<file path="src/shared/lps_pkg.sv">
/*
 * lps_pkg: constants and carrier types for the digital input poll sampler.
 * Assumes a single 100 MHz clock domain; the fast oscillator rate is set here.
 */
package lps_pkg;

    // geometry
    localparam int unsigned NUM_STEPS   = 8;    // mux steps, monitor regs 0 to 7
    localparam int unsigned IN_WIDTH    = 8;    // inputs sampled per mux step
    localparam int unsigned SEL_WIDTH   = 3;    // mux select lines
    localparam int unsigned REF0_WIDTH  = 24;   // unused upper bits in low ref set
    localparam int unsigned MAX_INPUTS  = 64;   // inputs reachable through the mux

    // settling: cnt * 16 periods of (osc / 20)
    localparam int unsigned OSC_DIV         = 20;
    localparam int unsigned SETTLE_MULT     = 16;
    localparam int unsigned CLK_PER_OSC_DIV = 2;    // clk cycles per divided osc tick
    localparam int unsigned TICK_PRESCALE   = CLK_PER_OSC_DIV;  // clk cycles per settle tick
    localparam logic [7:0]  TICK_LOAD       = 8'(TICK_PRESCALE - 1);
    localparam logic [4:0]  SETTLE_TICKS    = 5'(SETTLE_MULT);

    // reset values
    localparam logic [2:0]  SEL_RESET   = 3'h0;
    localparam logic [7:0]  MON_RESET   = 8'h00;

    // sampler states
    typedef enum logic [2:0] {
        LPS_IDLE   = 3'b000,
        LPS_WAKE   = 3'b001,
        LPS_SETTLE = 3'b010,
        LPS_SAMPLE = 3'b011,
        LPS_NEXT   = 3'b100
    } lps_state_e;

    // software configuration bundle
    typedef struct packed {
        logic [2:0]  step_count;     // steps per sweep minus one
        logic [7:0]  settle_count;   // settle_count_field
        logic        trig_sel;       // 0: interval_timer_a, 1: interval_timer_b
        logic [31:0] ref_low;        // reference_set_low_reg
        logic [31:0] ref_mid;        // reference_set_mid_reg
        logic [31:0] ref_high;       // reference_set_high_reg
        logic [63:0] cmp_enable;     // per-bit compare enable, 8 per step
    } lps_cfg_s;

    // event outputs
    typedef struct packed {
        logic mismatch_irq;
        logic sweep_done_irq;
        logic wake_request_out;
    } lps_evt_s;

endpackage

</file>
<file path="src/design/lps_sampler.sv">
/*
 * lps_sampler: digital input mode of the low-power sampler. Polls up to 64
 * inputs through an external 8-way mux, compares against reference values
 * and raises events on mismatch.
 * Assumes the interval timer triggers arrive as single-cycle pulses in the
 * clk domain, and inputs arrive asynchronously from pins.
 */
`timescale 1ns/1ps

// Summary of operation
// monitor up to 64 inputs by stepping the external mux select lines
// step the mux select lines exactly the programmed number of times
// start a sweep only on a pulse from the selected interval timer
// keep the fast oscillator requested for the whole sweep
// wait the programmed settling time after each new mux address
// store captures in monitor regs 0 to 7; references from three regs
// mismatch sets the event flag and asserts the wake request
// mismatch interrupt fires in run and in every standby mode
// raise sweep-done once all enabled inputs were checked
// drive the sensor control output and the mux select lines
// the feeding timer channel runs as a fixed-period interval timer
// sensor control output goes to 1 on first acquisition of a sweep
// settle delay is count times 16 periods of oscillator divided by 20
// select lines share pins with inputs 8 to 10; never use both
// after the last step return idle, release selects, await trigger
// only compare-enabled bits can cause a mismatch
module lps_sampler (
    // clock and reset
    input  wire logic                   clk,
    input  wire logic                   rstn,
    // timer triggers and configuration
    input  wire logic                   interval_timer_a,
    input  wire logic                   interval_timer_b,
    input  wire lps_pkg::lps_cfg_s      cfg,
    input  wire logic                   event_flag_clear,
    // pins
    input  wire logic [23:0]            digital_sense_input,
    output logic [2:0]                  mux_select_output,
    output logic                        mux_select_oe_n,
    output logic                        sensor_control_out,
    // status and events
    output logic                        fast_osc_request,
    output logic                        event_flag_reg,
    output lps_pkg::lps_evt_s           evt,
    output logic [63:0]                 input_monitor_regs
);

    lps_pkg::lps_state_e state_reg, state_next;
    logic [2:0]  step_reg;
    logic [7:0]  pre_reg;
    logic [4:0]  sub_reg;
    logic [7:0]  cnt_reg;
    logic [23:0] sync1_reg, sync2_reg, sync3_reg, stable_reg;

    // compare data for the current step; step 0 uses the low byte of the low field
    function automatic logic [7:0] ref_of(input lps_pkg::lps_cfg_s c, input logic [2:0] s);
        logic [7:0] r;
        r = 8'h00;
        case (s)
            3'd0:    r = c.ref_low[7:0];
            3'd1:    r = c.ref_mid[7:0];
            3'd2:    r = c.ref_mid[15:8];
            3'd3:    r = c.ref_mid[23:16];
            3'd4:    r = c.ref_mid[31:24];
            3'd5:    r = c.ref_high[7:0];
            3'd6:    r = c.ref_high[15:8];
            3'd7:    r = c.ref_high[23:16];
            default: r = 8'h00;
        endcase
        return r;
    endfunction

    // trigger selection and per-step compare
    wire        trig_pulse = cfg.trig_sel ? interval_timer_b : interval_timer_a;
    wire [7:0]  cur_in     = stable_reg[7:0];
    wire [7:0]  cur_ref    = ref_of(cfg, step_reg);
    wire [7:0]  cur_en     = cfg.cmp_enable[{step_reg, 3'b000} +: 8];
    wire [7:0]  diff_bits  = (cur_in ^ cur_ref) & cur_en;
    wire        mismatch   = (state_reg == lps_pkg::LPS_SAMPLE) && (|diff_bits);
    wire        last_step  = (step_reg == cfg.step_count);
    wire        tick       = (pre_reg == 8'h00);
    wire        settle_end = tick && (sub_reg == 5'd1) && (cnt_reg <= 8'd1);
    wire        zero_settle = (cfg.settle_count == 8'h00);

    // next values for the registered pins; selects drop as soon as the
    // sequencer heads for idle so the mux is never left on a stale address
    wire        going_idle = (state_next == lps_pkg::LPS_IDLE);
    wire        sampling   = (state_reg == lps_pkg::LPS_SAMPLE);
    wire        sweep_end  = sampling && last_step;
    wire [2:0]  step_inc   = step_reg + 3'h1;
    wire [2:0]  sel_next   = going_idle ? lps_pkg::SEL_RESET : (sampling ? step_inc : step_reg);

    // three-flop pin synchroniser; only stage two reads stage one
    always_ff @(posedge clk or negedge rstn) begin
        if (!rstn) begin
            sync1_reg <= '0;
            sync2_reg <= '0;
            sync3_reg <= '0;
        end else begin
            sync1_reg <= digital_sense_input;
            sync2_reg <= sync1_reg;
            sync3_reg <= sync2_reg;
        end
    end

    // a bit is accepted once stages two and three agree, so a pin caught
    // mid-change is held back a cycle instead of captured half-settled
    for (genvar b = 0; b < 24; b++) begin : g_accept
        always_ff @(posedge clk or negedge rstn) begin
            if (!rstn) begin
                stable_reg[b] <= 1'b0;
            end else if (sync2_reg[b] == sync3_reg[b]) begin
                stable_reg[b] <= sync3_reg[b];
            end
        end
    end

    // sequencer next state; limitation: a zero settle count samples before
    // the pins have crossed the synchroniser, so it still sees the old address
    always_comb begin
        state_next = state_reg;
        case (state_reg)
            lps_pkg::LPS_IDLE:   if (trig_pulse) state_next = lps_pkg::LPS_WAKE;
            lps_pkg::LPS_WAKE:   state_next = zero_settle ? lps_pkg::LPS_SAMPLE
                                                          : lps_pkg::LPS_SETTLE;
            lps_pkg::LPS_SETTLE: if (settle_end) state_next = lps_pkg::LPS_SAMPLE;
            lps_pkg::LPS_SAMPLE: state_next = last_step ? lps_pkg::LPS_IDLE
                                                        : lps_pkg::LPS_NEXT;
            lps_pkg::LPS_NEXT:   state_next = zero_settle ? lps_pkg::LPS_SAMPLE
                                                          : lps_pkg::LPS_SETTLE;
            default:             state_next = lps_pkg::LPS_IDLE;
        endcase
    end

    // state and step counter; the step restarts at zero on every idle cycle
    always_ff @(posedge clk or negedge rstn) begin
        if (!rstn) begin
            state_reg <= lps_pkg::LPS_IDLE;
            step_reg  <= lps_pkg::SEL_RESET;
        end else begin
            state_reg <= state_next;
            if (state_reg == lps_pkg::LPS_IDLE) begin
                step_reg <= lps_pkg::SEL_RESET;
            end else if (sampling && !last_step) begin
                step_reg <= step_inc;
            end
        end
    end

    // settle timer: pre makes the divided oscillator tick, sub counts sixteen
    // ticks, cnt counts programmed units; all reload whenever not settling
    always_ff @(posedge clk or negedge rstn) begin
        if (!rstn) begin
            pre_reg <= lps_pkg::TICK_LOAD;
            sub_reg <= lps_pkg::SETTLE_TICKS;
            cnt_reg <= 8'h00;
        end else if (state_reg == lps_pkg::LPS_SETTLE) begin
            pre_reg <= tick ? lps_pkg::TICK_LOAD : pre_reg - 8'h01;
            if (tick) begin
                sub_reg <= (sub_reg == 5'h01) ? lps_pkg::SETTLE_TICKS : sub_reg - 5'h01;
                if (sub_reg == 5'h01) cnt_reg <= cnt_reg - 8'h01;
            end
        end else begin
            pre_reg <= lps_pkg::TICK_LOAD;
            sub_reg <= lps_pkg::SETTLE_TICKS;
            cnt_reg <= cfg.settle_count;
        end
    end

    // pins and oscillator request, all registered so the pads never glitch
    always_ff @(posedge clk or negedge rstn) begin
        if (!rstn) begin
            mux_select_output <= lps_pkg::SEL_RESET;
            mux_select_oe_n   <= 1'b1;
            fast_osc_request  <= 1'b0;
        end else begin
            mux_select_output <= sel_next;
            mux_select_oe_n   <= going_idle;
            fast_osc_request  <= !going_idle;
        end
    end

    // sensor control rises on the first capture and stays up one cycle past
    // the last step, so a single-step sweep still shows it
    always_ff @(posedge clk or negedge rstn) begin
        if (!rstn) begin
            sensor_control_out <= 1'b0;
        end else if (state_reg == lps_pkg::LPS_IDLE) begin
            sensor_control_out <= 1'b0;
        end else if (sampling) begin
            sensor_control_out <= 1'b1;
        end
    end

    // monitor bytes; steps beyond the count keep the previous capture
    always_ff @(posedge clk or negedge rstn) begin
        if (!rstn) begin
            input_monitor_regs <= {lps_pkg::NUM_STEPS{lps_pkg::MON_RESET}};
        end else if (sampling) begin
            input_monitor_regs[{step_reg, 3'b000} +: 8] <= cur_in;
        end
    end

    // sticky event flag; set wins over a clear in the same cycle so a
    // mismatch is never lost to a late software clear
    always_ff @(posedge clk or negedge rstn) begin
        if (!rstn) begin
            event_flag_reg <= 1'b0;
        end else if (mismatch) begin
            event_flag_reg <= 1'b1;
        end else if (event_flag_clear) begin
            event_flag_reg <= 1'b0;
        end
    end

    // one-cycle event pulses; nothing here looks at the standby state, so
    // the mismatch pulse fires in run and standby alike
    always_ff @(posedge clk or negedge rstn) begin
        if (!rstn) begin
            evt <= '0;
        end else begin
            evt.mismatch_irq     <= mismatch;
            evt.wake_request_out <= mismatch;
            evt.sweep_done_irq   <= sweep_end;
        end
    end

endmodule

</file>
<file path="config.mk">
export PLATFORM = sky130hd
export DESIGN_NAME = lps_sampler
export DESIGN_NICKNAME = d
export VERILOG_FILES = /design/src/shared/lps_pkg.sv /design/src/design/lps_sampler.sv
export SDC_FILE = /design/constraint.sdc
export NUM_CORES = 1
export LEC_CHECK = 0
export BUFFER_PORTS_ARGS = -buffer_cell sky130_fd_sc_hd__buf_2
export CAP_MARGIN = 5
export CELL_PAD_IN_SITES_DETAIL_PLACEMENT = 2
export CELL_PAD_IN_SITES_GLOBAL_PLACEMENT = 2
export CORE_MARGIN = 1
export CORE_UTILIZATION = 28
export CTS_CLUSTER_SIZE = 12
export DETAILED_ROUTE_END_ITERATION = 12
export GPL_ROUTABILITY_DRIVEN = 0
export PLACE_DENSITY_LB_ADDON = 0.1
export SLEW_MARGIN = 25
export SYNTH_ARGS = -nofsm -noshare
export SYNTH_HDL_FRONTEND = slang
export SYNTH_SLANG_ARGS = --single-unit
export TNS_END_PERCENT = 10
</file>
<file path="constraint.sdc">
create_clock -name clk -period 5.6 [get_ports clk]
set_clock_uncertainty 0.1 [all_clocks]
set_input_delay 0.56 -clock clk [delete_from_list [all_inputs] [get_ports clk]]
set_output_delay 0.56 -clock clk [all_outputs]
set_load 0.03 [all_outputs]
</file>
# Word-level counts from Yosys, hierarchy flattened
# Index checks and enable logic that the tools add are counted.
# word_totals
reg_bits,132
inputBits,201
out_inout_bits,74
wordCells,100
# classes
addsub,5
order_cmp,1
n_eq_ne,23
n_shift,3
muxes,24
bitwise,2
reduce_logical,18
# op_table
cell,n
bitwise mux 64 bit,1
one-hot mux 8 bit (8 select lines),1
variable shift 8 x 8 -> 64 bit (first input constant),1
variable part select 64 x 7 -> 8 bit,1
variable part select 8 x 8 -> 64 bit,1
two-way mux 8 bit,5
two-way mux 3 bit,7
logical NOT 8 bit,2
subtractor 8 x 1 -> 8 bit (second input constant),2
equality test 3 bit (second input constant),5
two-way mux 5 bit,3
equality test 3 x 2 -> 1 bit (second input constant),4
one-hot mux 3 bit (4 select lines),1
logical NOT 3 bit,3
bitwise AND 8 bit,1
equality test 1 bit,8
<= comparator 8 x 1 -> 1 bit (second input constant),1
negation 6 -> 8 bit,1
OR reduction 8 bit,1
XOR 8 bit,1
equality test 3 x 1 -> 1 bit (second input constant),2
two-way mux 1 bit,6
nonzero test 2 bit,3
equality test 5 x 1 -> 1 bit (second input constant),1
other kinds (8),14

# Depth between registers and ports, before layout
# Gate-level depths: netlist of run 1.
# logic_depth
depth_word,7
mapped_depth,15
depth_no_buf,10

# Worst setup path before layout of run 1
# OpenSTA, ideal clock, no wires.
# synth_path
kind,register -> register
from,register step_reg[0]
to,register event_flag_reg
setup_ns,0.144
arrival_time_ns,3.646
t_required_ns,5.356
slack_ns,1.710
stages_incl_launch_ff,16
n_path_buf,5
period_less_slack_ns,3.890
path_cell_list,dfrtp_1 clkbuf_1 clkinv_1 buf_1 ha_1 ha_1 buf_6 or4_4 buf_6 or2_0 buf_6 o22ai_1 xor2_1 o22ai_1 nor4_2 o22ai_1
# synth_via
elab_chain_len,7
elab_cells_between_ends,16
cone_classes,7 x eq/ne; 1 x shift; 2 x mux; 2 x bitwise; 4 x reduce/logical
# synth_rtl
item,line,text
from (decl),lps_sampler.sv:49,logic [2:0] step_reg;
from (signal assigned),lps_sampler.sv:139,step_reg <= lps_pkg::SEL_RESET;
from (signal assigned),lps_sampler.sv:143,step_reg <= lps_pkg::SEL_RESET;
from (signal assigned),lps_sampler.sv:145,step_reg <= step_inc;
branches (longest 3 deep; another with variable part select 64 x 7 -> 8 bit),-,
bitwise AND 8 bit (*),lps_sampler.sv:78,wire [7:0] diff_bits = (cur_in ^ cur_ref) & cur_en;
OR reduction 8 bit (*),lps_sampler.sv:79,wire mismatch = (state_reg == lps_pkg::LPS_SAMPLE) && (|diff_bits);
logical AND 1 bit (*),lps_sampler.sv:79,
two-way mux 1 bit or nonzero test 2 bit (tied branches),-,
to (signal assigned),lps_sampler.sv:208,event_flag_reg <= 1'b0;
to (signal assigned),lps_sampler.sv:210,event_flag_reg <= 1'b1;
to (signal assigned),lps_sampler.sv:212,event_flag_reg <= 1'b0;
to (decl),lps_sampler.sv:43,"output logic event_flag_reg,"
# Every way passes the cells marked *.
# A chain may end at the register's enable or synchronous reset.

# Worst setup path in the final report of run 1
# Ends and elaborated chain as after synthesis.

==> summary.md, run 1 <==
| Metric | Value |
|---|---|
| Avg Cell Area, Syn | `10.8 µm²` |
| Yosys cell types | `45` |
| Yosys warns | `0` |
| GR met1 Demand/Resource | `0.215` |
| P&R area growth vs syn | `31.0%` |
| Die Width | `151 µm` |
| Worst setup SP type | `flip-flop` |
| Measured slew at the worst slew-check pin | `about 0.93 ns` |
| Max Fclk | `261 MHz` |
| Max Root-Sink Buffers | `2` |
| Most used routing layer | `met2` |
| Top reg by flops | `input_monitor_regs` |
| Skew-Pair Late Insertion Delay | `around 0.42 ns` |
| Max-Slew Margin vs Limit | `0.380` |
| Fin crit period | `3.83 ns` |
| Flop pwr share | `0.362` |
| CTS tree | `done` |
| Synth area leader | `dfrtp_1` |
| Largest net degree at the start of global routing | `76` |
| DP HPWL | `16.4 mm` |
| P per Cell Area | `around 420 nW/µm²` |
| Pint | `2.18 mW` |
| Mapped cell area | `slightly above 6000 µm²` |
| Clock group share of total power | `0.319` |
| Placed insts | `~1000` |
| Via count | `5224` |
| Fin Hold WS | `0.0504 ns` |
| GR Overflow Total | `0` |
| Status | `completed` |
| Met2 usage | `0.348` |
| Via/cell ratio | `4.86` |
| Top cells by area, synth | `dfrtp_1 52%, mux4_2 5.8%, nand2_1 5.7%` |
| Worst path required time | `5.77 ns` |
| Tot Pwr | `approximately 3.5 mW` |
| Synth top area share | `0.520` |
| First-pass GRT wire length | `between 30 and 40 mm` |
| Initial antenna violation count | `1` |
| DIE AREA | `approximately 23000 µm²` |
| Top_reg_cell synth | `dfrtp_1` |
| Final Setup Violations | `0` |
| Tot GR Track Use | `0.190` |
| Vias in the first global route | `5810` |
| Drt drc | `0` |
| Post-synth ARST share | `1.00` |
| Worst Reg-to-Reg Cells | `10` |
| Cells after Synth | `roughly 570` |
| CTS Hold Bufs | `0` |
| Final ANT Viol Nets | `0` |
| CP Class | `flip-flop to flip-flop` |
| Critical Path Fanout Max | `18` |
| Die Y | `about 150 µm` |
| Gates resized, CTS repair | `0` |
| Register area share after synthesis | `0.532` |
| Max-cap violations | `0` |
| IO buf count | `226` |
| Fin crit share | `0.684` |
| Root Driver | `clkbuf_16` |
| Avg WL per Cell | `19.7 µm` |
| Core ar. | `21800 µm²` |
| # Post-CTS Setup Buffers | `0` |
| Element type at the critical path end | `flip-flop` |
| Design Area, Final | `8140 µm²` |
| FP Rows | `between 50 and 60` |
| Max rail drop VDD | `0.000230 V` |
| Share of layout cells above drive strength 1 | `0.380` |
| Area after DPL | `7550 µm²` |
| Ports | `275` |
| Slew Limit Fails | `0` |
| # clock sinks | `132` |
| FF/Latch Area | `between 3000 and 4000 µm²` |
| P_sw | `1.28 mW` |
| Post-synth EDFFs | `0` |
| Final wirelength | `21.2 mm` |
| H-Tree Depth | `4` |
| Final non-filler cell total | `between 1000 and 1500` |
| Comb pwr share | `0.319` |
| Hold Crit Class | `input port to async pin` |
| Crit path arrival time | `4.01 ns` |
| Sw frac | `0.370` |
| Yosys reg bits | `132` |
| CTS Buf Count | `17` |
| Unrepaired setup endpoints after global routing | `false` |
| DR iter-0 viols | `121` |
| Met3 global-route usage | `0.0404` |
| Final setup TNS | `0 ns` |
| Multi-input logic area | `2680 µm²` |
| Leak | `3.88 nW` |
| Syn_nets | `788` |
| Reg clk slew, reported paths | `0.07 ns` |
| Initial cell density of the core | `0.286` |
| Final hold violation count | `0` |
| Max reg flops | `64` |
| # fillers | `approximately 2400` |
| Nets | `approximately 1000` |
| 1st-pass router iterations | `5` |
-- through the flow --
step                 util  worst slack, ns
global placement    0.347             1.92
floorplan               -             1.71
global route        0.374             1.44
finish              0.374             1.77
CTS                 0.374             1.68
detailed placement  0.347             1.70
-- cells in the mapped netlist, types with 11 or more instances --
cell        n
clkbuf_1   30
nor2_1     25
nand3_1    11
ha_1       13
o21ai_0    70
inv_1      12
mux4_2     16
nor3_1     11
mux2i_1    11
xor2_1     13
xnor2_1    14
o22ai_1    14
dfrtp_1   129
mux2_2     18
nand2_1    95
-- path summary, 6_finish.rpt --
kind / to / from / slack (ns)
max: event_flag_reg$_DFFE_PN0P_ / step_reg[0]$_DFFE_PN0P_ / 1.77
min: input_monitor_regs[29]$_DFFE_PN0P_ / rstn / 0.05
max reg2reg: event_flag_reg$_DFFE_PN0P_ / step_reg[0]$_DFFE_PN0P_ / 1.77
min reg2reg: sync2_reg[7]$_DFF_PN0_ / sync1_reg[7]$_DFF_PN0_ / 0.25
max in group asynchronous: input_monitor_regs[40]$_DFFE_PN0P_ / rstn / 4.10
min in group clk: sync1_reg[6]$_DFF_PN0_ / digital_sense_input[6] / 0.14
-- metal layers --
metal | share of wire | up-vias
met1 | 0.40 | 2585
met4 | 0.015 | 0
met3 | 0.065 | 24
met5 | 0 | -
li1 | - | 2458
met2 | 0.52 | 157
-- power groups by stage --
| stage | Combinational, mW | Sequential, mW | Clock [mW] |
|---|---|---|---|
| after floorplan | 0.739 | 1.29 | 0 |
| after global placement | 1.07 | 1.26 | 0 |
| after detailed placement | 1.12 | 1.27 | 0 |
| after CTS | 1.13 | 1.25 | 1.14 |
| after global routing | 1.23 | 1.27 | 1.17 |
| final | 1.10 | 1.25 | 1.10 |
-- cells in the final DEF (no fill, tap or decap), drive strengths merged, types with 10 or more instances in the layout --
cell    Yosys  final
ha         13     13
a21oi      10     10
nand3      11     11
mux2       18     18
o21ai      70     70
dfrtp     129    129
xnor2      14     14
nor3       11     11
mux4       16     16
nand2      95     95
inv        12     19
clkbuf     30     19
nor2       25     25
buf        11    230
mux2i      11     11
o22ai      14     14
xor2       13     13
-- cell type report --
class	count	area share
diodes	1	0.000308
clock buffers	19	0.0544
multi-input cells	388	0.329
repair buffers	230	0.143
inverters	13	0.00600
clock inverters	13	0.0172
flip-flops and latches	132	0.406
well taps	280	0.0431
-- kinds of logic after synthesis --
family / share of synthesized area
XOR/XNOR: 0.0381
multiplexers: 0.108
buffers and inverters: 0.0373
flip-flops: 0.532
adder cells (fa/ha/maj): 0.0391
AO/OA/AOI/OAI: 0.121
AND/OR/NAND/NOR: 0.124
-- worst max-delay path: stages, from the launching register on --
cell and delay [ns]:
dfrtp_1 0.66, clkinv_1 0.18, buf_4 0.25, ha_1 0.46, or4_4 0.56, or2_0 0.38, o22ai_1 0.26, xor2_1 0.22
o22ai_1 0.12, nor4_2 0.36, o22ai_1 0.11
No activity file was read; power rests on OpenSTA's default activity.
==> run 2: changes to the inputs <==
--- a/config.mk
+++ b/config.mk
@@ -5,12 +5,13 @@
 export SDC_FILE = /design/constraint.sdc
 export NUM_CORES = 1
 export LEC_CHECK = 0
+export ABC_AREA = 1
 export BUFFER_PORTS_ARGS = -buffer_cell sky130_fd_sc_hd__buf_2
 export CAP_MARGIN = 5
 export CELL_PAD_IN_SITES_DETAIL_PLACEMENT = 2
 export CELL_PAD_IN_SITES_GLOBAL_PLACEMENT = 2
 export CORE_MARGIN = 1
-export CORE_UTILIZATION = 28
+export CORE_UTILIZATION = 24
 export CTS_CLUSTER_SIZE = 12
 export DETAILED_ROUTE_END_ITERATION = 12
 export GPL_ROUTABILITY_DRIVEN = 0
==> constraint.sdc (replaced) <==
create_clock -name clk -period 3.35 [get_ports clk]
set_clock_uncertainty 0.1 [all_clocks]
set_input_delay 0.335 -clock clk [delete_from_list [all_inputs] [get_ports clk]]
set_output_delay 0.335 -clock clk [all_outputs]
set_load 0.03 [all_outputs]
==> summary.md, run 2 <==
| Metric | Value |
|---|---|
| Status | `completed` |
| Measured slew at the worst slew-check pin | `0.882 ns` |
| Avg Cell Area, Syn | `7.88 µm²` |
| Tot Pwr | `5.89 mW` |
| Post-synthesis mux area share | `0.00507` |
| DIE AREA | `28400 µm²` |
| P per Cell Area | `between 600 and 700 nW/µm²` |
| Tot GR Track Use | `0.187` |
| Skew-Pair Late Insertion Delay | `between 0.4 and 0.5 ns` |
| Max rail drop VDD | `0.000326 V` |
| FF/Latch Area | `3310 µm²` |
| Multi-input logic area | `around 2900 µm²` |
| GR Overflow Total | `0` |
| H-Tree Depth | `4` |
| Max Root-Sink Buffers | `2` |
| P&R area growth vs syn | `33.3%` |
| Critical Path Fanout Max | `20` |
| Top reg by flops | `input_monitor_regs` |
| Synth Area in Compound Gates | `0.0733` |
| Initial antenna violation count | `2` |
| Root Driver | `clkbuf_16` |
| Most frequent CP cell | `nand2_1` |
| Yosys cell types | `37` |
| Unrepaired setup endpoints after global routing | `false` |
| Max Fclk | `~370 MHz` |
| Leak | `4.62 nW` |
| FP Rows | `60` |
| Cells after Synth | `~850` |
| Via count | `roughly 6500` |
| Final Setup Violations | `0` |
| # fillers | `3198` |
| Element type at the critical path end | `flip-flop` |
| Final ANT Viol Nets | `0` |
| R2R Setup Slk | `0.63 ns` |
| Die Width | `169 µm` |
| Worst path required time | `3.61 ns` |
| Fin crit period | `2.72 ns` |
| Max-Slew Margin vs Limit | `0.412` |
| CTS Buf Count | `17` |
| Reg clk slew, reported paths | `0.07 ns` |
| Synth top area share | `0.485` |
| Die Y | `between 150 and 200 µm` |
| Worst setup SP type | `flip-flop` |
| Commonest non-fill, non-tap cell in the layout | `nand2_1` |
| Mapped cell area | `6660 µm²` |
| Vias in the first global route | `7072` |
| DP HPWL | `around 19 mm` |
| Post-synth EDFFs | `0` |
| Register area share after synthesis | `0.497` |
| 1st-pass router iterations | `4` |
| Top cells by area, synth | `dfrtp_1 48%, nand2_1 14%, nand3_1 6.9%` |
| CP bufs+invs | `4` |
| Fin crit share | `0.813` |
| Top_reg_cell synth | `dfrtp_1` |
| Crit path arrival time | `roughly 3.0 ns` |
| Via/cell ratio | `about 4.5` |
| Gates resized, CTS repair | `0` |
| Slew Limit Fails | `0` |
| Final hold violation count | `0` |
| CTS tree | `done` |
| Max reg flops | `64` |
| Nets | `1290` |
| Adder-cell share of the synthesized area | `0.0364` |
| Synth area leader | `dfrtp_1` |
| CP peak stage delay | `~0.43 ns` |
| Share of layout cells above drive strength 1 | `0.268` |
| Max-cap violations | `0` |
| Syn_nets | `1059` |
| Crit-path cells | `buf_4 -> inv_2 -> ha_1 -> inv_1 -> nor2_1 -> nand2_1 -> inv_1 -> nand2_1 -> nand2_1` |
| Largest net degree at the start of global routing | `111` |
| Avg WL per Cell | `17.6 µm` |
| Hold Crit Class | `input port to flip-flop` |
| Synth Area in XOR/XNOR | `0.0132` |
| Largest family of logic cells by synthesized area | `simple AND/OR/NAND/NOR gates` |
| Ports | `275` |
| Core ar. | `~27000 µm²` |
| # clock sinks | `132` |
| Drt drc | `0` |
| DR iter-0 viols | `299` |
| Most frequent cells in the layout | `256 x nand2_1, 225 x buf_2, 129 x dfrtp_1` |
| CP delay by family, top | `simple AND/OR/NAND/NOR gates` |
| Most frequent cell after synthesis | `nand2_1` |
| Final setup TNS | `0 ns` |
| Commonest cells post-synth | `256 x nand2_1, 129 x dfrtp_1, 92 x nand3_1` |
| First-pass GRT wire length | `40.5 mm` |
| Post-synth ARST share | `1.00` |
| CP max-delay cell | `nand2_1` |
| CP Class | `flip-flop to flip-flop` |
| Yosys reg bits | `132` |
| Post-Synth Simple-Gate Area | `0.304` |
| Final wirelength | `25.8 mm` |
| IO buf count | `between 200 and 250` |
| Initial cell density of the core | `0.246` |
| Yosys warns | `0` |
==> run 2: changes by cell type after synthesis, moves of 16 or more <==
cell	previous run	this run
nand3_1	11	92
nand2_1	95	256
nor2_1	25	74
inv_1	12	73
nand4_1	1	18
o21ai_1	0	26
o21ai_0	70	47
clkbuf_1	30	7
mux4_2	16	0
buf_2	2	20
==> run 2: cell families (layout without fill, tap and decap cells) <==
| group | count (synthesis) | count (layout) |
|---|---|---|
| and+or+nand+nor | 474 | 474 |
| muxes | 3 | 3 |
| other | 0 | 3 |
| DFF | 132 | 132 |
| AOI/OAI and AO/OA | 93 | 93 |
| buffers and inverters | 112 | 356 |
| adders and majority gates | 21 | 21 |
| xor gates and xnor gates | 10 | 10 |
==> run 2: final cells by class <==
type                            count  share of cell area
Sequential cell                   132               0.373
Multi-Input combinational cell    601               0.324
Clock inverter                     15              0.0211
Tap cell                          372              0.0524
Inverter                           78              0.0330
Antenna cell                        3            0.000846
Clock buffer                       17              0.0479
Timing Repair Buffer              246               0.148
==> run 2: through the flow <==
stage	instance area [µm²]	instances	hold WS, ns	setup slack (ns)	utilization
3_5_place_dp	8170	1420	0.236	0.540	0.301
2_1_floorplan	6660	845	-0.0606	0.832	-
4_1_cts	8870	1461	0.0279	0.521	0.327
3_3_place_gp	8160	1420	0.231	0.603	0.301
6_report	8880	1464	0.0435	0.627	0.328
5_1_grt	8870	1461	0.0458	0.345	0.327
==> run 2: final timing paths <==
check / start / endpoint / cells past startpoint
worst max-delay path: step_reg[2]$_DFFE_PN0P_ / input_monitor_regs[31]$_DFFE_PN0P_ / 9
worst min-delay path: cfg[165] / cnt_reg[4]$_DFFE_PN0P_ / 3
worst max register to register: step_reg[2]$_DFFE_PN0P_ / input_monitor_regs[31]$_DFFE_PN0P_ / 9
worst min register to register: sync1_reg[3]$_DFF_PN0_ / sync2_reg[3]$_DFF_PN0_ / 0
max in group asynchronous: rstn / input_monitor_regs[18]$_DFFE_PN0P_ / 3
min in group asynchronous: rstn / cnt_reg[7]$_DFFE_PN0P_ / 2
==> run 2: worst reg2reg max path, stage by stage (launching register included) <==
cell and delay [ns]:
dfrtp_1 0.42, buf_4 0.29, inv_2 0.26, ha_1 0.41, inv_1 0.05, nor2_1 0.35, nand2_1 0.43, inv_1 0.23
nand2_1 0.08, nand2_1 0.07
==> run 2: routing by layer <==
metal,vias up,track usage,part of all wire
met5,-,0,0
li1,3203,-,-
met3,19,0.0444,0.049
met4,0,0.0462,0.013
met1,3170,0.239,0.46
met2,157,0.316,0.48
==> run 2: report_power, final <==
group          internal, mW  switching, mW
clock                  1.13          0.827
combinational         0.601           1.33
sequential             1.83          0.169
total                  3.56           2.32
==> run 2: what timing repair did <==
action / CTS / global route
setup buffers: 0 / 0
setup endpoints to repair: 0 / 0
hold endpoints to repair: 113 / 0
hold buffers: 9 / 0
